--- config.mk ---
export PLATFORM = sky130hd
export DESIGN_NAME = fsu_core
export DESIGN_NICKNAME = d
export VERILOG_FILES = /design/src/shared/fsu_pkg.sv /design/src/rtl/fsu_core.sv
export SDC_FILE = /design/constraint.sdc
export NUM_CORES = 1
export LEC_CHECK = 0
export BUFFER_PORTS_ARGS = -buffer_cell sky130_fd_sc_hd__buf_2
export CAP_MARGIN = 25
export CORE_UTILIZATION = 33
export CTS_BUF_LIST = sky130_fd_sc_hd__clkbuf_4 sky130_fd_sc_hd__clkbuf_8
export CTS_CLUSTER_DIAMETER = 150
export DETAILED_ROUTE_END_ITERATION = 7
export PLACE_DENSITY_LB_ADDON = 0.25
export SYNTH_ARGS = -nofsm -noshare
export SYNTH_HDL_FRONTEND = slang
export SYNTH_SLANG_ARGS = --single-unit
--- constraint.sdc ---
create_clock -name I_CLK -period 5.6 [get_ports I_CLK]
set_input_delay 0.28 -clock I_CLK [delete_from_list [all_inputs] [get_ports I_CLK]]
set_output_delay 0.28 -clock I_CLK [all_outputs]
set_load 0.1 [all_outputs]
--- src/shared/fsu_pkg.sv ---
// Package for the FIFO serial unit: constants, field layouts and state types.
// Assumes a 50 MHz peripheral clock and a 16x base-clock enable from the baud divider.
package fsu_pkg;

    localparam int          FIFO_DEPTH     = 16;
    localparam int          CNT_W          = 5;
    localparam int          OVS_RATIO      = 16;
    localparam logic [3:0]  SAMPLE_TICK    = 4'h7;
    localparam logic [3:0]  LAST_TICK      = 4'hF;
    localparam logic [3:0]  DATA_BITS      = 4'h8;
    localparam int          CLK_MHZ        = 50;
    localparam int          DMA_GAP_CYCLES = 5;
    localparam logic [15:0] BAUD_DIV_RST   = 16'h001B;
    localparam logic [1:0]  TRG_SEL_RST    = 2'h0;
    localparam int          CNT_RX_LSB     = 0;
    localparam int          CNT_TX_LSB     = 8;

    typedef enum logic [1:0]
    {
        RX_IDLE  = 2'b00,
        RX_START = 2'b01,
        RX_DATA  = 2'b10,
        RX_STOP  = 2'b11
    } fsu_rx_state_t;

    typedef enum logic [1:0]
    {
        TX_IDLE  = 2'b00,
        TX_START = 2'b01,
        TX_DATA  = 2'b10,
        TX_STOP  = 2'b11
    } fsu_tx_state_t;

    typedef struct packed
    {
        logic [1:0] tx_trg;
        logic [1:0] rx_trg;
    } fsu_fifo_ctrl_t;

    typedef struct packed
    {
        logic tx_pin_direction;
        logic tx_pin_level;
    } fsu_port_pin_t;

endpackage : fsu_pkg

--- src/rtl/fsu_core.sv ---
// FIFO serial unit core: 16-byte TX and RX FIFOs, threshold flags, async
// receiver with break handling, transmitter with port-pin override.
// Assumes CPU-side strobes are on I_CLK and the RX pin is asynchronous.
`timescale 1ns/1ns
`default_nettype none
module fsu_core
    import fsu_pkg::*;
(
    // Clock, reset, enable
    input  wire logic           I_CLK,
    input  wire logic           I_SYS_RST,
    input  wire logic           I_CE,
    // Configuration
    input  wire fsu_fifo_ctrl_t I_FIFO_CTRL,
    input  wire fsu_port_pin_t  I_PORT_PIN,
    input  wire logic           I_TRANSMIT_ENABLE,
    input  wire logic           I_RECEIVE_ENABLE,
    input  wire logic           I_PARITY_EN,
    input  wire logic           I_PARITY_ODD,
    input  wire logic [15:0]    I_BAUD_DIV,
    // Transmit FIFO write port
    input  wire logic           I_TX_WR,
    input  wire logic [7:0]     I_TX_DATA,
    output logic                O_TX_READY,
    // Receive FIFO read port
    input  wire logic           I_RX_RD,
    output logic [7:0]          O_RX_DATA,
    output logic                O_RX_VALID,
    // Status flags and clears
    input  wire logic           I_TX_EMPTY_CLR,
    input  wire logic           I_RX_FULL_CLR,
    input  wire logic           I_ERR_CLR,
    input  wire logic           I_TX_DONE_CLR,
    output logic                O_TX_FIFO_EMPTY_FLAG,
    output logic                O_RX_FIFO_FULL_FLAG,
    output logic                O_FRAME_ERROR_FLAG,
    output logic                O_PARITY_ERROR_FLAG,
    output logic                O_TX_DONE_FLAG,
    output logic                O_BREAK_ACTIVE,
    output logic [15:0]         O_FIFO_COUNT_REG,
    // Serial pins
    input  wire logic           I_RXD,
    output logic                O_TXD,
    output logic                O_TXD_OE
);

    function automatic logic [CNT_W-1:0] trg_tx(input logic [1:0] sel);
        case (sel)
            2'h0:    trg_tx = 5'h08;
            2'h1:    trg_tx = 5'h04;
            2'h2:    trg_tx = 5'h02;
            default: trg_tx = 5'h01;
        endcase
    endfunction : trg_tx

    function automatic logic [CNT_W-1:0] trg_rx(input logic [1:0] sel);
        case (sel)
            2'h0:    trg_rx = 5'h01;
            2'h1:    trg_rx = 5'h04;
            2'h2:    trg_rx = 5'h08;
            default: trg_rx = 5'h0E;
        endcase
    endfunction : trg_rx

    // Base clock enable at 16x the bit rate
    logic [15:0] baud_cnt_q;
    logic        tick;
    assign tick = I_CE && (baud_cnt_q == 16'h0000);
    always_ff @(posedge I_CLK)
    begin
        if (I_SYS_RST)
            baud_cnt_q <= 16'h0000;
        else if (I_CE)
            baud_cnt_q <= (baud_cnt_q == 16'h0000) ? I_BAUD_DIV : baud_cnt_q - 16'h0001;
    end

    // Transmit FIFO
    logic [7:0]       tx_mem [FIFO_DEPTH];
    logic [3:0]       tx_wp_q, tx_rp_q;
    logic [CNT_W-1:0] tx_cnt_q;
    logic             tx_push, tx_pop;
    assign O_TX_READY = (tx_cnt_q != 5'h10);
    assign tx_push    = I_CE && I_TX_WR && O_TX_READY;
    always_ff @(posedge I_CLK)
    begin
        if (I_SYS_RST)
        begin
            tx_wp_q  <= 4'h0;
            tx_rp_q  <= 4'h0;
            tx_cnt_q <= 5'h00;
        end
        else if (I_CE)
        begin
            if (tx_push)
            begin
                tx_mem[tx_wp_q] <= I_TX_DATA;
                tx_wp_q         <= tx_wp_q + 4'h1;
            end
            if (tx_pop)
                tx_rp_q <= tx_rp_q + 4'h1;
            tx_cnt_q <= tx_cnt_q + {4'h0, tx_push} - {4'h0, tx_pop};
        end
    end

    // Receive FIFO
    logic [7:0]       rx_mem [FIFO_DEPTH];
    logic [3:0]       rx_wp_q, rx_rp_q;
    logic [CNT_W-1:0] rx_cnt_q;
    logic             rx_push, rx_pop;
    logic [7:0]       rx_shift_q;
    assign O_RX_VALID = (rx_cnt_q != 5'h00);
    assign rx_pop     = I_CE && I_RX_RD && O_RX_VALID;
    always_ff @(posedge I_CLK)
    begin
        if (I_SYS_RST)
        begin
            rx_wp_q   <= 4'h0;
            rx_rp_q   <= 4'h0;
            rx_cnt_q  <= 5'h00;
            O_RX_DATA <= 8'h00;
        end
        else if (I_CE)
        begin
            if (rx_push)
            begin
                rx_mem[rx_wp_q] <= rx_shift_q;
                rx_wp_q         <= rx_wp_q + 4'h1;
            end
            if (rx_pop)
                rx_rp_q <= rx_rp_q + 4'h1;
            rx_cnt_q  <= rx_cnt_q + {4'h0, rx_push} - {4'h0, rx_pop};
            O_RX_DATA <= rx_mem[rx_pop ? rx_rp_q + 4'h1 : rx_rp_q];
        end
    end

    // Count register: TX high byte, RX low byte
    assign O_FIFO_COUNT_REG = {3'h0, tx_cnt_q, 3'h0, rx_cnt_q};

    // Threshold flags; hardware set wins over software clear
    logic tx_below, rx_at;
    assign tx_below = tx_cnt_q < trg_tx(I_FIFO_CTRL.tx_trg);
    assign rx_at    = rx_cnt_q >= trg_rx(I_FIFO_CTRL.rx_trg);
    always_ff @(posedge I_CLK)
    begin
        if (I_SYS_RST)
        begin
            O_TX_FIFO_EMPTY_FLAG <= 1'b1;
            O_RX_FIFO_FULL_FLAG  <= 1'b0;
        end
        else if (I_CE)
        begin
            // A clear at trigger sets the flag (flag OR clear) and below trigger the flag is forced set
            if (tx_below || tx_cnt_q <= trg_tx(I_FIFO_CTRL.tx_trg))
                O_TX_FIFO_EMPTY_FLAG <= tx_below ? 1'b1 : (O_TX_FIFO_EMPTY_FLAG | 1'b0) & ~I_TX_EMPTY_CLR | I_TX_EMPTY_CLR;
            else if (I_TX_EMPTY_CLR)
                O_TX_FIFO_EMPTY_FLAG <= 1'b0;
            if (rx_at)
                O_RX_FIFO_FULL_FLAG <= 1'b1;
            else if (I_RX_FULL_CLR)
                O_RX_FIFO_FULL_FLAG <= 1'b0;
        end
    end

    // Receive pin synchroniser
    logic rxd_m_q, rxd_s_q;
    always_ff @(posedge I_CLK)
    begin
        if (I_SYS_RST)
        begin
            rxd_m_q <= 1'b1;
            rxd_s_q <= 1'b1;
        end
        else if (I_CE)
        begin
            rxd_m_q <= I_RXD;
            rxd_s_q <= rxd_m_q;
        end
    end

    // Asynchronous receiver
    fsu_rx_state_t rx_st_q;
    logic [3:0]    rx_ph_q, rx_bit_q;
    logic          rx_par_q, rx_zero_q, rx_samp;
    assign rx_samp = tick && (rx_ph_q == SAMPLE_TICK);
    always_ff @(posedge I_CLK)
    begin
        if (I_SYS_RST || !I_RECEIVE_ENABLE)
        begin
            rx_st_q    <= RX_IDLE;
            rx_ph_q    <= 4'h0;
            rx_bit_q   <= 4'h0;
            rx_shift_q <= 8'h00;
            rx_par_q   <= 1'b0;
            rx_zero_q  <= 1'b1;
        end
        else if (tick)
        begin
            rx_ph_q <= rx_ph_q + 4'h1;
            case (rx_st_q)
                RX_IDLE:
                begin
                    rx_ph_q <= 4'h0;
                    if (!rxd_s_q)
                        rx_st_q <= RX_START;
                end
                RX_START:
                    if (rx_samp)
                    begin
                        rx_st_q   <= rxd_s_q ? RX_IDLE : RX_DATA;
                        rx_bit_q  <= 4'h0;
                        rx_par_q  <= I_PARITY_ODD;
                        rx_zero_q <= 1'b1;
                    end
                RX_DATA:
                    if (rx_samp)
                    begin
                        rx_bit_q  <= rx_bit_q + 4'h1;
                        rx_par_q  <= rx_par_q ^ rxd_s_q;
                        rx_zero_q <= rx_zero_q & ~rxd_s_q;
                        if (rx_bit_q < DATA_BITS)
                            rx_shift_q <= {rxd_s_q, rx_shift_q[7:1]};
                        if (rx_bit_q == DATA_BITS - {3'h0, ~I_PARITY_EN})
                            rx_st_q <= RX_STOP;
                    end
                RX_STOP:
                    if (rx_samp)
                        rx_st_q <= RX_IDLE;
                default:
                    rx_st_q <= RX_IDLE;
            endcase
        end
    end

    logic stop_samp, frame_bad, break_seen;
    assign stop_samp  = rx_samp && (rx_st_q == RX_STOP);
    assign frame_bad  = stop_samp && !rxd_s_q;
    assign break_seen = frame_bad && rx_zero_q;
    assign rx_push    = stop_samp && !frame_bad && (rx_cnt_q != 5'h10);

    always_ff @(posedge I_CLK)
    begin
        if (I_SYS_RST)
        begin
            O_FRAME_ERROR_FLAG  <= 1'b0;
            O_PARITY_ERROR_FLAG <= 1'b0;
            O_BREAK_ACTIVE      <= 1'b0;
        end
        else if (I_CE)
        begin
            if (frame_bad)
                O_FRAME_ERROR_FLAG <= 1'b1;
            else if (I_ERR_CLR)
                O_FRAME_ERROR_FLAG <= 1'b0;
            if (stop_samp && I_PARITY_EN && rx_par_q)
                O_PARITY_ERROR_FLAG <= 1'b1;
            else if (I_ERR_CLR)
                O_PARITY_ERROR_FLAG <= 1'b0;
            if (break_seen)
                O_BREAK_ACTIVE <= 1'b1;
            else if (rxd_s_q)
                O_BREAK_ACTIVE <= 1'b0;
        end
    end

    // Transmitter; cleared whole the moment transmit enable drops
    fsu_tx_state_t tx_st_q;
    logic [3:0]    tx_ph_q, tx_bit_q;
    logic [7:0]    tx_sh_q;
    logic          tx_par_q, tx_line_q, tx_bit_end;
    assign tx_bit_end = tick && (tx_ph_q == LAST_TICK);
    assign tx_pop     = I_CE && I_TRANSMIT_ENABLE && (tx_st_q == TX_IDLE) && (tx_cnt_q != 5'h00);
    always_ff @(posedge I_CLK)
    begin
        if (I_SYS_RST || !I_TRANSMIT_ENABLE)
        begin
            tx_st_q   <= TX_IDLE;
            tx_ph_q   <= 4'h0;
            tx_bit_q  <= 4'h0;
            tx_sh_q   <= 8'h00;
            tx_par_q  <= 1'b0;
            tx_line_q <= 1'b1;
        end
        else if (I_CE)
        begin
            if (tick)
                tx_ph_q <= tx_ph_q + 4'h1;
            case (tx_st_q)
                TX_IDLE:
                    if (tx_pop)
                    begin
                        tx_sh_q   <= tx_mem[tx_rp_q];
                        tx_par_q  <= I_PARITY_ODD;
                        tx_ph_q   <= 4'h0;
                        tx_line_q <= 1'b0;
                        tx_st_q   <= TX_START;
                    end
                TX_START:
                    if (tx_bit_end)
                    begin
                        tx_bit_q  <= 4'h0;
                        tx_line_q <= tx_sh_q[0];
                        tx_st_q   <= TX_DATA;
                    end
                TX_DATA:
                    if (tx_bit_end)
                    begin
                        tx_bit_q <= tx_bit_q + 4'h1;
                        tx_par_q <= tx_par_q ^ tx_line_q;
                        tx_sh_q  <= {1'b0, tx_sh_q[7:1]};
                        if (tx_bit_q == DATA_BITS - 4'h1 && I_PARITY_EN)
                            tx_line_q <= tx_par_q ^ tx_line_q;
                        else if (tx_bit_q >= DATA_BITS - 4'h1)
                        begin
                            tx_line_q <= 1'b1;
                            tx_st_q   <= TX_STOP;
                        end
                        else
                            tx_line_q <= tx_sh_q[1];
                    end
                TX_STOP:
                    if (tx_bit_end)
                        tx_st_q <= TX_IDLE;
                default:
                    tx_st_q <= TX_IDLE;
            endcase
        end
    end

    always_ff @(posedge I_CLK)
    begin
        if (I_SYS_RST)
            O_TX_DONE_FLAG <= 1'b1;
        else if (I_CE)
        begin
            if (tx_st_q == TX_STOP && tx_bit_end && tx_cnt_q == 5'h00)
                O_TX_DONE_FLAG <= 1'b1;
            else if (I_TX_DONE_CLR || tx_push)
                O_TX_DONE_FLAG <= 1'b0;
        end
    end

    // Port pin bits own the line while transmit is disabled
    assign O_TXD    = I_TRANSMIT_ENABLE ? tx_line_q : I_PORT_PIN.tx_pin_level;
    assign O_TXD_OE = I_TRANSMIT_ENABLE | I_PORT_PIN.tx_pin_direction;

    a_tx_flag_set: assert property (@(posedge I_CLK) disable iff (I_SYS_RST)
        I_CE && tx_below |=> O_TX_FIFO_EMPTY_FLAG)
        else $error("tx empty flag missed");
    a_rx_flag_set: assert property (@(posedge I_CLK) disable iff (I_SYS_RST)
        I_CE && rx_at && I_RX_FULL_CLR |=> O_RX_FIFO_FULL_FLAG)
        else $error("rx full flag lost to clear");
    a_count_field: assert property (@(posedge I_CLK) disable iff (I_SYS_RST)
        I_CE && tx_push && !tx_pop |=> O_FIFO_COUNT_REG[12:8] == $past(tx_cnt_q) + 5'h01)
        else $error("tx count wrong");
    a_rx_count: assert property (@(posedge I_CLK) disable iff (I_SYS_RST)
        I_CE && rx_pop && !rx_push |=> O_FIFO_COUNT_REG[4:0] == $past(rx_cnt_q) - 5'h01)
        else $error("rx count wrong");
    a_break_noload: assert property (@(posedge I_CLK) disable iff (I_SYS_RST)
        frame_bad |-> !rx_push ##1 O_FRAME_ERROR_FLAG)
        else $error("break byte stored");
    a_pin_idle: assert property (@(posedge I_CLK) disable iff (I_SYS_RST)
        !I_TRANSMIT_ENABLE
        |-> O_TXD == I_PORT_PIN.tx_pin_level && O_TXD_OE == I_PORT_PIN.tx_pin_direction)
        else $error("pin level not followed");
    a_tx_reset: assert property (@(posedge I_CLK) disable iff (I_SYS_RST)
        $fell(I_TRANSMIT_ENABLE) |=> tx_st_q == TX_IDLE)
        else $error("transmitter not reset");
    a_sample_pt: assert property (@(posedge I_CLK) disable iff (I_SYS_RST)
        rx_st_q == RX_IDLE && tick && !rxd_s_q && I_RECEIVE_ENABLE
        |=> rx_st_q == RX_START && rx_ph_q == 4'h0)
        else $error("start sync wrong");
    c_tx_frame: cover property (@(posedge I_CLK) tx_st_q == TX_STOP ##1 tx_st_q == TX_IDLE);
    c_rx_push: cover property (@(posedge I_CLK) rx_push);
    c_break: cover property (@(posedge I_CLK) break_seen);

endmodule : fsu_core
`default_nettype wire

==> results of run 1 <==
## layout make-up
cell class / instances / area, um2
Fill cell: 4633 / 30000
Timing Repair Buffer: 114 / 748
Clock inverter: 32 / 274
Tap cell: 664 / 831
Sequential cell: 358 / 9730
Clock buffer: 82 / 1010
Inverter: 46 / 173
Multi-Input combinational cell: 752 / 6210
## cell usage after synthesis, drive strengths merged, types with 6 or more instances
library cell  count
nand3b            8
buf              27
mux2              6
clkbuf           48
a211oi           12
nand3            44
a21oi            53
nor2            104
ha               40
or3              14
xnor2            11
a32oi            11
mux2i            92
dfxtp           102
and2              8
mux4             70
edfxtp          256
o31ai             6
a31oi             7
o21ai            45
a221oi            9
o32ai            11
xor2             11
nand2            60
nor2b             9
inv              43
nand4            10
nand2b            9
nor3             24
## power by group through the flow
stage	clock network, mW	registers (mW)	logic [mW]
4_1_cts	2.53	3.01	1.37
2_1_floorplan	0	3.20	0.938
3_3_place_gp	0	3.06	1.34
6_report	2.46	3.01	1.36
5_1_grt	2.66	3.02	1.50
3_5_place_dp	0	3.07	1.35
## layer usage
layer  GRT usage  share of wire  up-vias
met5           0              0        -
met4      0.0489          0.022        0
met3      0.0346          0.050       62
met2       0.242           0.47      225
met1       0.204           0.46     5130
li1            -              -     4919
## sequential cells by signal (all words and copies together) (netlist names), 5 cells and up, named ones only
name        flops
tx_cnt_q        5
tx_sh_q         8
O_RX_DATA       8
rx_mem        128
rx_cnt_q        5
tx_mem        128
baud_cnt_q     16
rx_shift_q      8
## cell families (layout without fill, tap and decap cells)
| family | count (synthesis) | in the layout |
|---|---|---|
| other | 1 | 6 |
| adders and majority gates | 42 | 42 |
| and+or+nand+nor | 319 | 319 |
| muxes | 168 | 168 |
| xor gates and xnor gates | 22 | 22 |
| DFF | 358 | 358 |
| buffers and inverters | 121 | 274 |
| AOI/OAI and AO/OA | 195 | 195 |
## how the worst min path moves through the flow
stage                        startpoint             endpoint  slack (ns)  cells past startpoint
finish                   I_BAUD_DIV[10]       baud_cnt_q[10]        0.05                      4
global placement    O_RX_FIFO_FULL_FLAG  O_RX_FIFO_FULL_FLAG        0.44                      2
detailed placement  O_RX_FIFO_FULL_FLAG  O_RX_FIFO_FULL_FLAG        0.45                      2
global route               I_PARITY_ODD             rx_par_q        0.02                      4
floorplan                  I_TX_DATA[0]         tx_mem[0][0]        0.38                      0
CTS                        I_PARITY_ODD             rx_par_q        0.01                      4
## layout by cell type (no fill, tap or decap), types with 11 or more instances in the layout
cell type / instances
nor3_1: 23
or3_1: 13
nor2_1: 104
o32ai_1: 11
buf_2: 71
buf_4: 15
mux2i_1: 92
inv_1: 42
clkinv_2: 12
clkbuf_4: 19
a32oi_1: 11
xor2_1: 11
dlygate4sd3_1: 28
a21oi_1: 53
dfxtp_1: 100
a211oi_1: 12
nand3_1: 43
mux4_2: 70
o21ai_0: 45
clkinv_1: 11
clkbuf_8: 63
edfxtp_1: 256
ha_1: 39
nand2_1: 60
## worst max-delay path: cells and delay by family (launching register included)
| kind | cells | cell delay (ns) |
|---|---|---|
| buffers and inverters | 2 | 0.11 |
| and+or+nand+nor | 6 | 1.91 |
| adders and majority gates | 3 | 0.88 |
| DFF | 1 | 0.36 |
| xor gates and xnor gates | 2 | 0.29 |
| AOI/OAI and AO/OA | 2 | 0.24 |
## through the flow
step                worst slack (ns)  area, um2  utilization
global route                    1.32      19000        0.388
floorplan                      0.826      16400            -
CTS                             1.67      19000        0.388
global placement                1.74      17400        0.356
finish                          1.69      19000        0.388
detailed placement              1.70      17400        0.356
==> impl_metrics.yaml, run 1 <==
clock_tree:
  clock-root-buffer: "clkbuf_8"
  clk_latency_ns: 0.67
  htreeDepth: 2
  cts_resized: 0
  cts_buffers: 61
  tritoncts: "built"
  cts_buffer_depth: 3
  hold_buffers: 28
  post-cts-setup-buffers: 0
  clk_pin_slew_ns: 0.06
  cts_sinks: 358
critical_path:
  crit_path_end: "rx_cnt_q[4]"
  crit-reg2reg-capture: "rx_cnt_q[4]"
  crit_fanout: 6
  worstPathCellList: "or3_4 -> or4_1 -> nor3_1 -> and2_1 -> inv_1 -> ha_1 -> inv_1 -> ha_1 -> fa_1 -> a21oi_1 -> o21bai_1 -> xnor2_1 -> nand2_1 -> xor2_1 -> nor2_1"
  slowest_delay_ns: 0.64
  critPathRequiredTime_ns: 6.13
  critical-path-slowest-cell: "or4_1"
  path_class: "register to register"
  r2r_setup_slack_ns: 1.69
  startpoint: "baud_cnt_q[6]"
  r2r-start: "baud_cnt_q[6]"
  cp.arrival_ns: 4.44
  startpoint_type: "register"
  endpoint_kind: "register"
  rr_worst_depth: 15
outcome:
  status: "completed"
job:
  max-cap-violations: 0
synth:
  synth_top_family_by_area: "multiplexers"
  synthMuxAreaShare: 0.156
  synth_xor_area_frac: 0.0117
  syn_area_mm2: 0.0164
  synth-simple-area-share: 0.0980
  synth_seq_cells: 358
  synthAdderAreaFrac: 0.0329
  synth_compound_area_frac: 0.0774
  synth_cells: 1226
  ys_types: 68
  ys_warn_count: 0
  postSynth.asyncResetShare: 0
  ys_seq_area_frac: 0.593
  synth.avg_cell_area_um2: 13.4
  synth_edf_count: 256
  synth_area_leader_cell: "edfxtp_1"
  synth_ff_type: "edfxtp_1"
  synth_top_area_frac: 0.469
  synth.area.top_cells: "edfxtp_1 (47%), dfxtp_1 (12%), mux4_2 (9.6%)"
power:
  clockPowerShare: 0.361
  totalPowerFinal_mw: 6.83
  pwr-share-comb: 0.199
  switchingPower_mw: 2.08
  ir_worst_vdd_v: 0.000192
  cellPowerDensity_mw_per_mm2: 360
  p_int_mw: 4.75
  pwr-share-seq: 0.441
  power_leakage_nw: 6.50
  swShare: 0.305
layout:
  area_growth_pct: 15.7
  final_cell_count_no_fill: 2048
  nets: 1419
  drive_above_1_share: 0.207
  antenna_cells: 0
sta:
  fmax_mhz: 256
  slew_viol_final: 0
  setup_viol: 0
  rsz0062_at_grt: "false"
  finClkSkew_ns: 0.0397
  min_period_ns: 3.91
  slew-limit-headroom: 0.305
  timing.hold.ws_ns: 0.0513
  max_slew.worst_pin.slew_ns: 1.04
  setup_tns_ns: 0
  period_share: 0.698
  hold_viol: 0
detailed_routing:
  drtIter0Drc: 697
  antenna_left: 0
  via_per_inst: 5.05
  via_count: 10300
  routed_wl_mm: 37.9
  wl_per_cell_um: 18.5
  firstDrtPassIters: 5
  drc: 0
grt:
  grt_usage: 0.152
  overflow: 0
  grt_first_pass_wirelength_mm: 59.1
  grt_pass1_vias: 10500
  antenna_found_initial: 0
  grt_max_degree: 55
floorplan:
  chipHeight_um: 225
  dieArea_mm2: 0.0506
  fp.dieW_um: 225
  io_pins: 78
  core_mm2: 0.0490
  initial_core_util: 0.335
  rows: 81
place:
  portBuffers: 71
  gp_congestion: 0.829
  place_inst: 1906
  place.detailed.hpwl_mm: 24.9
min_path:
  worstHoldPathType: "primary input to register"
No activity file was read; power rests on OpenSTA's default activity.
==> run 2, diff against run 1 <==
==> constraint.sdc (replaced) <==
create_clock -name I_CLK -period 3.9 [get_ports I_CLK]
set_input_delay 0.195 -clock I_CLK [delete_from_list [all_inputs] [get_ports I_CLK]]
set_output_delay 0.195 -clock I_CLK [all_outputs]
set_load 0.1 [all_outputs]
==> impl_metrics.yaml, run 2 (synthesis gave the netlist of run 1 again) <==
outcome:
  status: "completed"
detailed_routing:
  via_count: 10500
  drc: 0
  via_per_inst: 5.05
  firstDrtPassIters: 5
  wl_per_cell_um: 18.7
  antenna_left: 0
  drtIter0Drc: 590
  routed_wl_mm: 39.0
critical_path:
  critPathRequiredTime_ns: 4.43
  critical-path-slowest-cell: "or4_1"
  r2r_setup_slack_ns: 0.38
  crit_fanout: 6
  crit_buf_inv: 2
  cp.arrival_ns: 4.06
  path_class: "register to register"
  critPathTopFamily: "simple AND/OR/NAND/NOR gates"
  crit-reg2reg-capture: "rx_cnt_q[4]"
  slowest_delay_ns: 0.54
  startpoint_type: "register"
  r2r-start: "baud_cnt_q[6]"
  rr_worst_depth: 15
  endpoint_kind: "register"
  worstPathCellList: "or3_4 -> or4_1 -> nor3_1 -> and2_1 -> inv_1 -> ha_1 -> inv_1 -> ha_1 -> fa_1 -> a21oi_1 -> o21bai_1 -> xnor2_1 -> nand2_1 -> xor2_1 -> nor2_1"
  startpoint: "baud_cnt_q[6]"
sta:
  period_share: 0.903
  hold_viol: 0
  finClkSkew_ns: 0.0282
  min_period_ns: 3.52
  slew-limit-headroom: 0.297
  max_slew.worst_pin.slew_ns: 1.05
  setup_tns_ns: 0
  rsz0062_at_grt: "false"
  slew_viol_final: 0
  setup_viol: 0
  fmax_mhz: 284
power:
  cellPowerDensity_mw_per_mm2: 506
  power_leakage_nw: 6.66
  ir_worst_vdd_v: 0.000365
layout:
  final_cell_mix: "edfxtp_1 (256), nor2_1 (104), dfxtp_1 (95)"
  reg_top3: "rx_mem: 128 flops, tx_mem: 128 flops, baud_cnt_q: 16 flops"
  nets: 1453
  drive_above_1_share: 0.226
  final_core_util: 0.392
  final_common_cell: "edfxtp_1"
  area_growth_pct: 17.0
  final_cell_count_no_fill: 2082
clock_tree:
  clock-root-buffer: "clkbuf_8"
  htreeDepth: 2
  tritoncts: "built"
  clk_pin_slew_ns: 0.06
  cts_buffers: 60
  clk_latency_ns: 0.68
  cts_buffer_depth: 3
  cts_resized: 0
  cts_sinks: 358
floorplan:
  fp.dieW_um: 225
  dieArea_mm2: 0.0506
  core_mm2: 0.0490
  chipHeight_um: 225
  io_pins: 78
  initial_core_util: 0.335
  rows: 81
grt:
  antenna_found_initial: 1
  grt_pass1_vias: 10500
  overflow: 0
  grt_usage: 0.155
  grt_first_pass_wirelength_mm: 60.3
  grt_max_degree: 42
min_path:
  worstHoldPathType: "primary input to register"
  holdPathEnd: "tx_wp_q[1]"
  hold_start: "I_TX_WR"
  hold_path_depth: 4
place:
  place.detailed.hpwl_mm: 25.8
  place_inst: 1935
  portBuffers: 71
  gp_congestion: 0.803
job:
  max-cap-violations: 0
==> run 2: metal layers <==
metal | track usage | up-vias | part of all wire
met5 | 0 | - | 0
met4 | 0.0549 | 0 | 0.022
met3 | 0.0332 | 58 | 0.049
met2 | 0.254 | 234 | 0.48
met1 | 0.202 | 5232 | 0.45
li1 | - | 4988 | -
==> run 2: what timing repair did <==
action                     in CTS  in global routing
hold endpoints to repair      162                  0
buffers inserted                0                  0
setup endpoints to repair       0                  0
hold buffers                   34                  0
==> run 2: area by class of cell <==
type                    instances  area, um2
multi-input cells             752       6220
repair buffers                149       1030
flip-flops and latches        358       9750
diodes                          1       2.50
inverters                      46        175
clock inverters                27        169
well taps                     664        831
clock buffers                  85       1030
fillers                      4661      29800
==> run 2: through the flow <==
step	worst slack (ns)	power (mW)	cell area, um2	hold WS (ns)
6_report	0.376	9.71	19200	0.0715
5_1_grt	0.0918	10.2	19200	0.0475
4_1_cts	0.348	9.82	19200	0.0159
3_5_place_dp	0.358	6.42	17700	0.427
3_3_place_gp	0.349	6.41	17700	0.410
2_1_floorplan	0.0273	5.96	16500	0.294
==> run 2: worst min-delay path, delay by kind of cell <==
family | cells | cell delay [ns]
AND/OR/NAND/NOR | 2 | 0.29
buffers and inverters | 1 | 0.14
AO/OA/AOI/OAI | 1 | 0.05
==> run 2: power by group <==
part           internal, mW  leakage (nW)  total, mW  switching [mW]
sequential             4.18          3.47       4.33           0.147
clock                  1.77         0.647       3.34            1.56
combinational         0.719          2.53       2.05            1.33
==> run 2: worst max path at each step <==
stage                        endpoint  slack (ns)  cells after the start
after floorplan           tx_cnt_q[4]        0.03                     16
after global placement    rx_cnt_q[4]        0.35                     15
after detailed placement  rx_cnt_q[4]        0.36                     15
after CTS                 rx_cnt_q[4]        0.35                     15
after global routing      rx_cnt_q[4]        0.09                     15
final                     rx_cnt_q[4]        0.38                     15
==> run 3, diff against run 2 <==
--- a/config.mk
+++ b/config.mk
@@ -5,7 +5,7 @@
 export SDC_FILE = /design/constraint.sdc
 export NUM_CORES = 1
 export LEC_CHECK = 0
-export BUFFER_PORTS_ARGS = -buffer_cell sky130_fd_sc_hd__buf_2
+export BUFFER_PORTS_ARGS = -buffer_cell sky130_fd_sc_hd__buf_4
 export CAP_MARGIN = 25
 export CORE_UTILIZATION = 33
 export CTS_BUF_LIST = sky130_fd_sc_hd__clkbuf_4 sky130_fd_sc_hd__clkbuf_8
==> impl_metrics.yaml, run 3 (synthesis gave the netlist of run 1 again) <==
outcome:
  status: "completed"
detailed_routing:
  wl_per_cell_um: 18.8
  firstDrtPassIters: 6
  wl_met1_mm: 17.1
  drc: 0
  drtIter0Drc: 797
  via_per_inst: 5.07
  met3_length_mm: 2.28
  via_count: 10600
  met2WireLength_mm: 18.9
  routed.top_layer: "met4"
  routed_wl_mm: 39.2
  antenna_left: 0
critical_path:
  path_class: "register to register"
  cp.arrival_ns: 4.04
  crit_fanout: 6
  critical-path-slowest-cell: "or4_1"
  critPathRequiredTime_ns: 4.43
  startpoint_type: "register"
  endpoint_kind: "register"
  worstPathCellList: "or3_4 -> or4_1 -> nor3_1 -> and2_1 -> inv_1 -> ha_1 -> inv_1 -> ha_1 -> fa_1 -> a21oi_1 -> o21bai_1 -> xnor2_1 -> nand2_1 -> xor2_1 -> nor2_1"
  slowest_delay_ns: 0.53
grt:
  grt_first_pass_wirelength_mm: 60.5
  overflow: 0
  grt_max_degree: 44
  antenna_found_initial: 1
  grt_usage: 0.156
  grt_pass1_vias: 10600
sta:
  fmax_mhz: 285
  slew-limit-headroom: 0.385
  setup_viol: 0
  setup_tns_ns: 0
  finClkSkew_ns: 0.0295
  period_share: 0.898
  hold_viol: 0
  slew_viol_final: 0
  max_slew.worst_pin.slew_ns: 0.915
  rsz0062_at_grt: "false"
  min_period_ns: 3.50
floorplan:
  fp.dieW_um: 225
  dieArea_mm2: 0.0506
  core_mm2: 0.0490
  initial_core_util: 0.335
  chipHeight_um: 225
  io_pins: 78
  rows: 81
power:
  power_leakage_nw: 6.67
  cellPowerDensity_mw_per_mm2: 498
  totalPowerFinal_mw: 9.62
  ir_worst_vdd_v: 0.000291
clock_tree:
  cts_buffer_depth: 3
  clk_pin_slew_ns: 0.06
  cts_sinks: 358
  tritoncts: "built"
  post-cts-setup-buffers: 0
  cts_buffers: 59
  clk_latency_ns: 0.65
  htreeDepth: 2
  clock-root-buffer: "clkbuf_8"
layout:
  nets: 1454
  final_common_cell: "edfxtp_1"
  nFillCells: 4640
  final_cell_mix: "edfxtp_1 (256), buf_4 (118), nor2_1 (104)"
  antenna_cells: 0
  drive_above_1_share: 0.223
  finish.instance_area_mm2: 0.0193
  area_growth_pct: 17.8
  reg_top3: "rx_mem: 128 flops, tx_mem: 128 flops, baud_cnt_q: 16 flops"
place:
  place.detailed.hpwl_mm: 26.4
  gp_congestion: 0.826
  portBuffers: 71
  place_area_mm2: 0.0179
job:
  max-cap-violations: 0
min_path:
  worstHoldPathType: "primary input to register"
[run 3: worst paths after layout]
check | slack (ns) | cells after the start | start | end
max | 0.40 | 15 | baud_cnt_q[6] | rx_cnt_q[4]
min | 0.06 | 4 | I_TX_WR | tx_wp_q[1]
max reg2reg | 0.40 | 15 | baud_cnt_q[6] | rx_cnt_q[4]
min reg2reg | 0.46 | 2 | O_RX_FIFO_FULL_FLAG | O_RX_FIFO_FULL_FLAG
[run 3: layout make-up]
| type | instances | area (um2) | area share |
|---|---|---|---|
| clock buffers | 86 | 1030 | 0.0535 |
| clock inverters | 25 | 109 | 0.00563 |
| inverters | 46 | 175 | 0.00906 |
| multi-input cells | 752 | 6220 | 0.322 |
| flip-flops and latches | 358 | 9750 | 0.504 |
| well taps | 664 | 831 | 0.0430 |
| repair buffers | 151 | 1220 | 0.0629 |
[run 3: repair_timing]
action | CTS | global route
endpoints found under the hold margin | 164 | 0
gates resized for setup | 0 | 0
hold buffers | 33 | 0
[run 3: worst max-delay path, delay by kind of cell (launching register included)]
family                   cells  cell delay (ns)
buffers and inverters        2             0.09
flip-flops                   1             0.35
AO/OA/AOI/OAI                2             0.22
adder cells (fa/ha/maj)      3             0.87
AND/OR/NAND/NOR              6             1.57
XOR/XNOR                     2             0.29
[run 3: layer usage]
metal | track usage | vias to the layer above
met5 | 0 | -
met4 | 0.0527 | 0
met3 | 0.0365 | 72
met2 | 0.257 | 231
met1 | 0.202 | 5276
li1 | - | 4986
[run 3: per-stage QoR]
stage / hold slack [ns] / setup WS, ns / instances / utilization
after floorplan: 0.294 / 0.0273 / 1231 / -
after global placement: 0.412 / 0.346 / 1938 / 0.365
after detailed placement: 0.421 / 0.353 / 1938 / 0.365
after CTS: 0.00474 / 0.345 / 2082 / 0.395
after global routing: 0.0202 / 0.122 / 2082 / 0.395
final: 0.0580 / 0.396 / 2082 / 0.395
[run 3: power by group]
group	total, mW	switching [mW]	internal (mW)
logic	2.09	1.31	0.776
registers	4.34	0.154	4.18
clock network	3.19	1.50	1.69
total	9.62	2.96	6.65
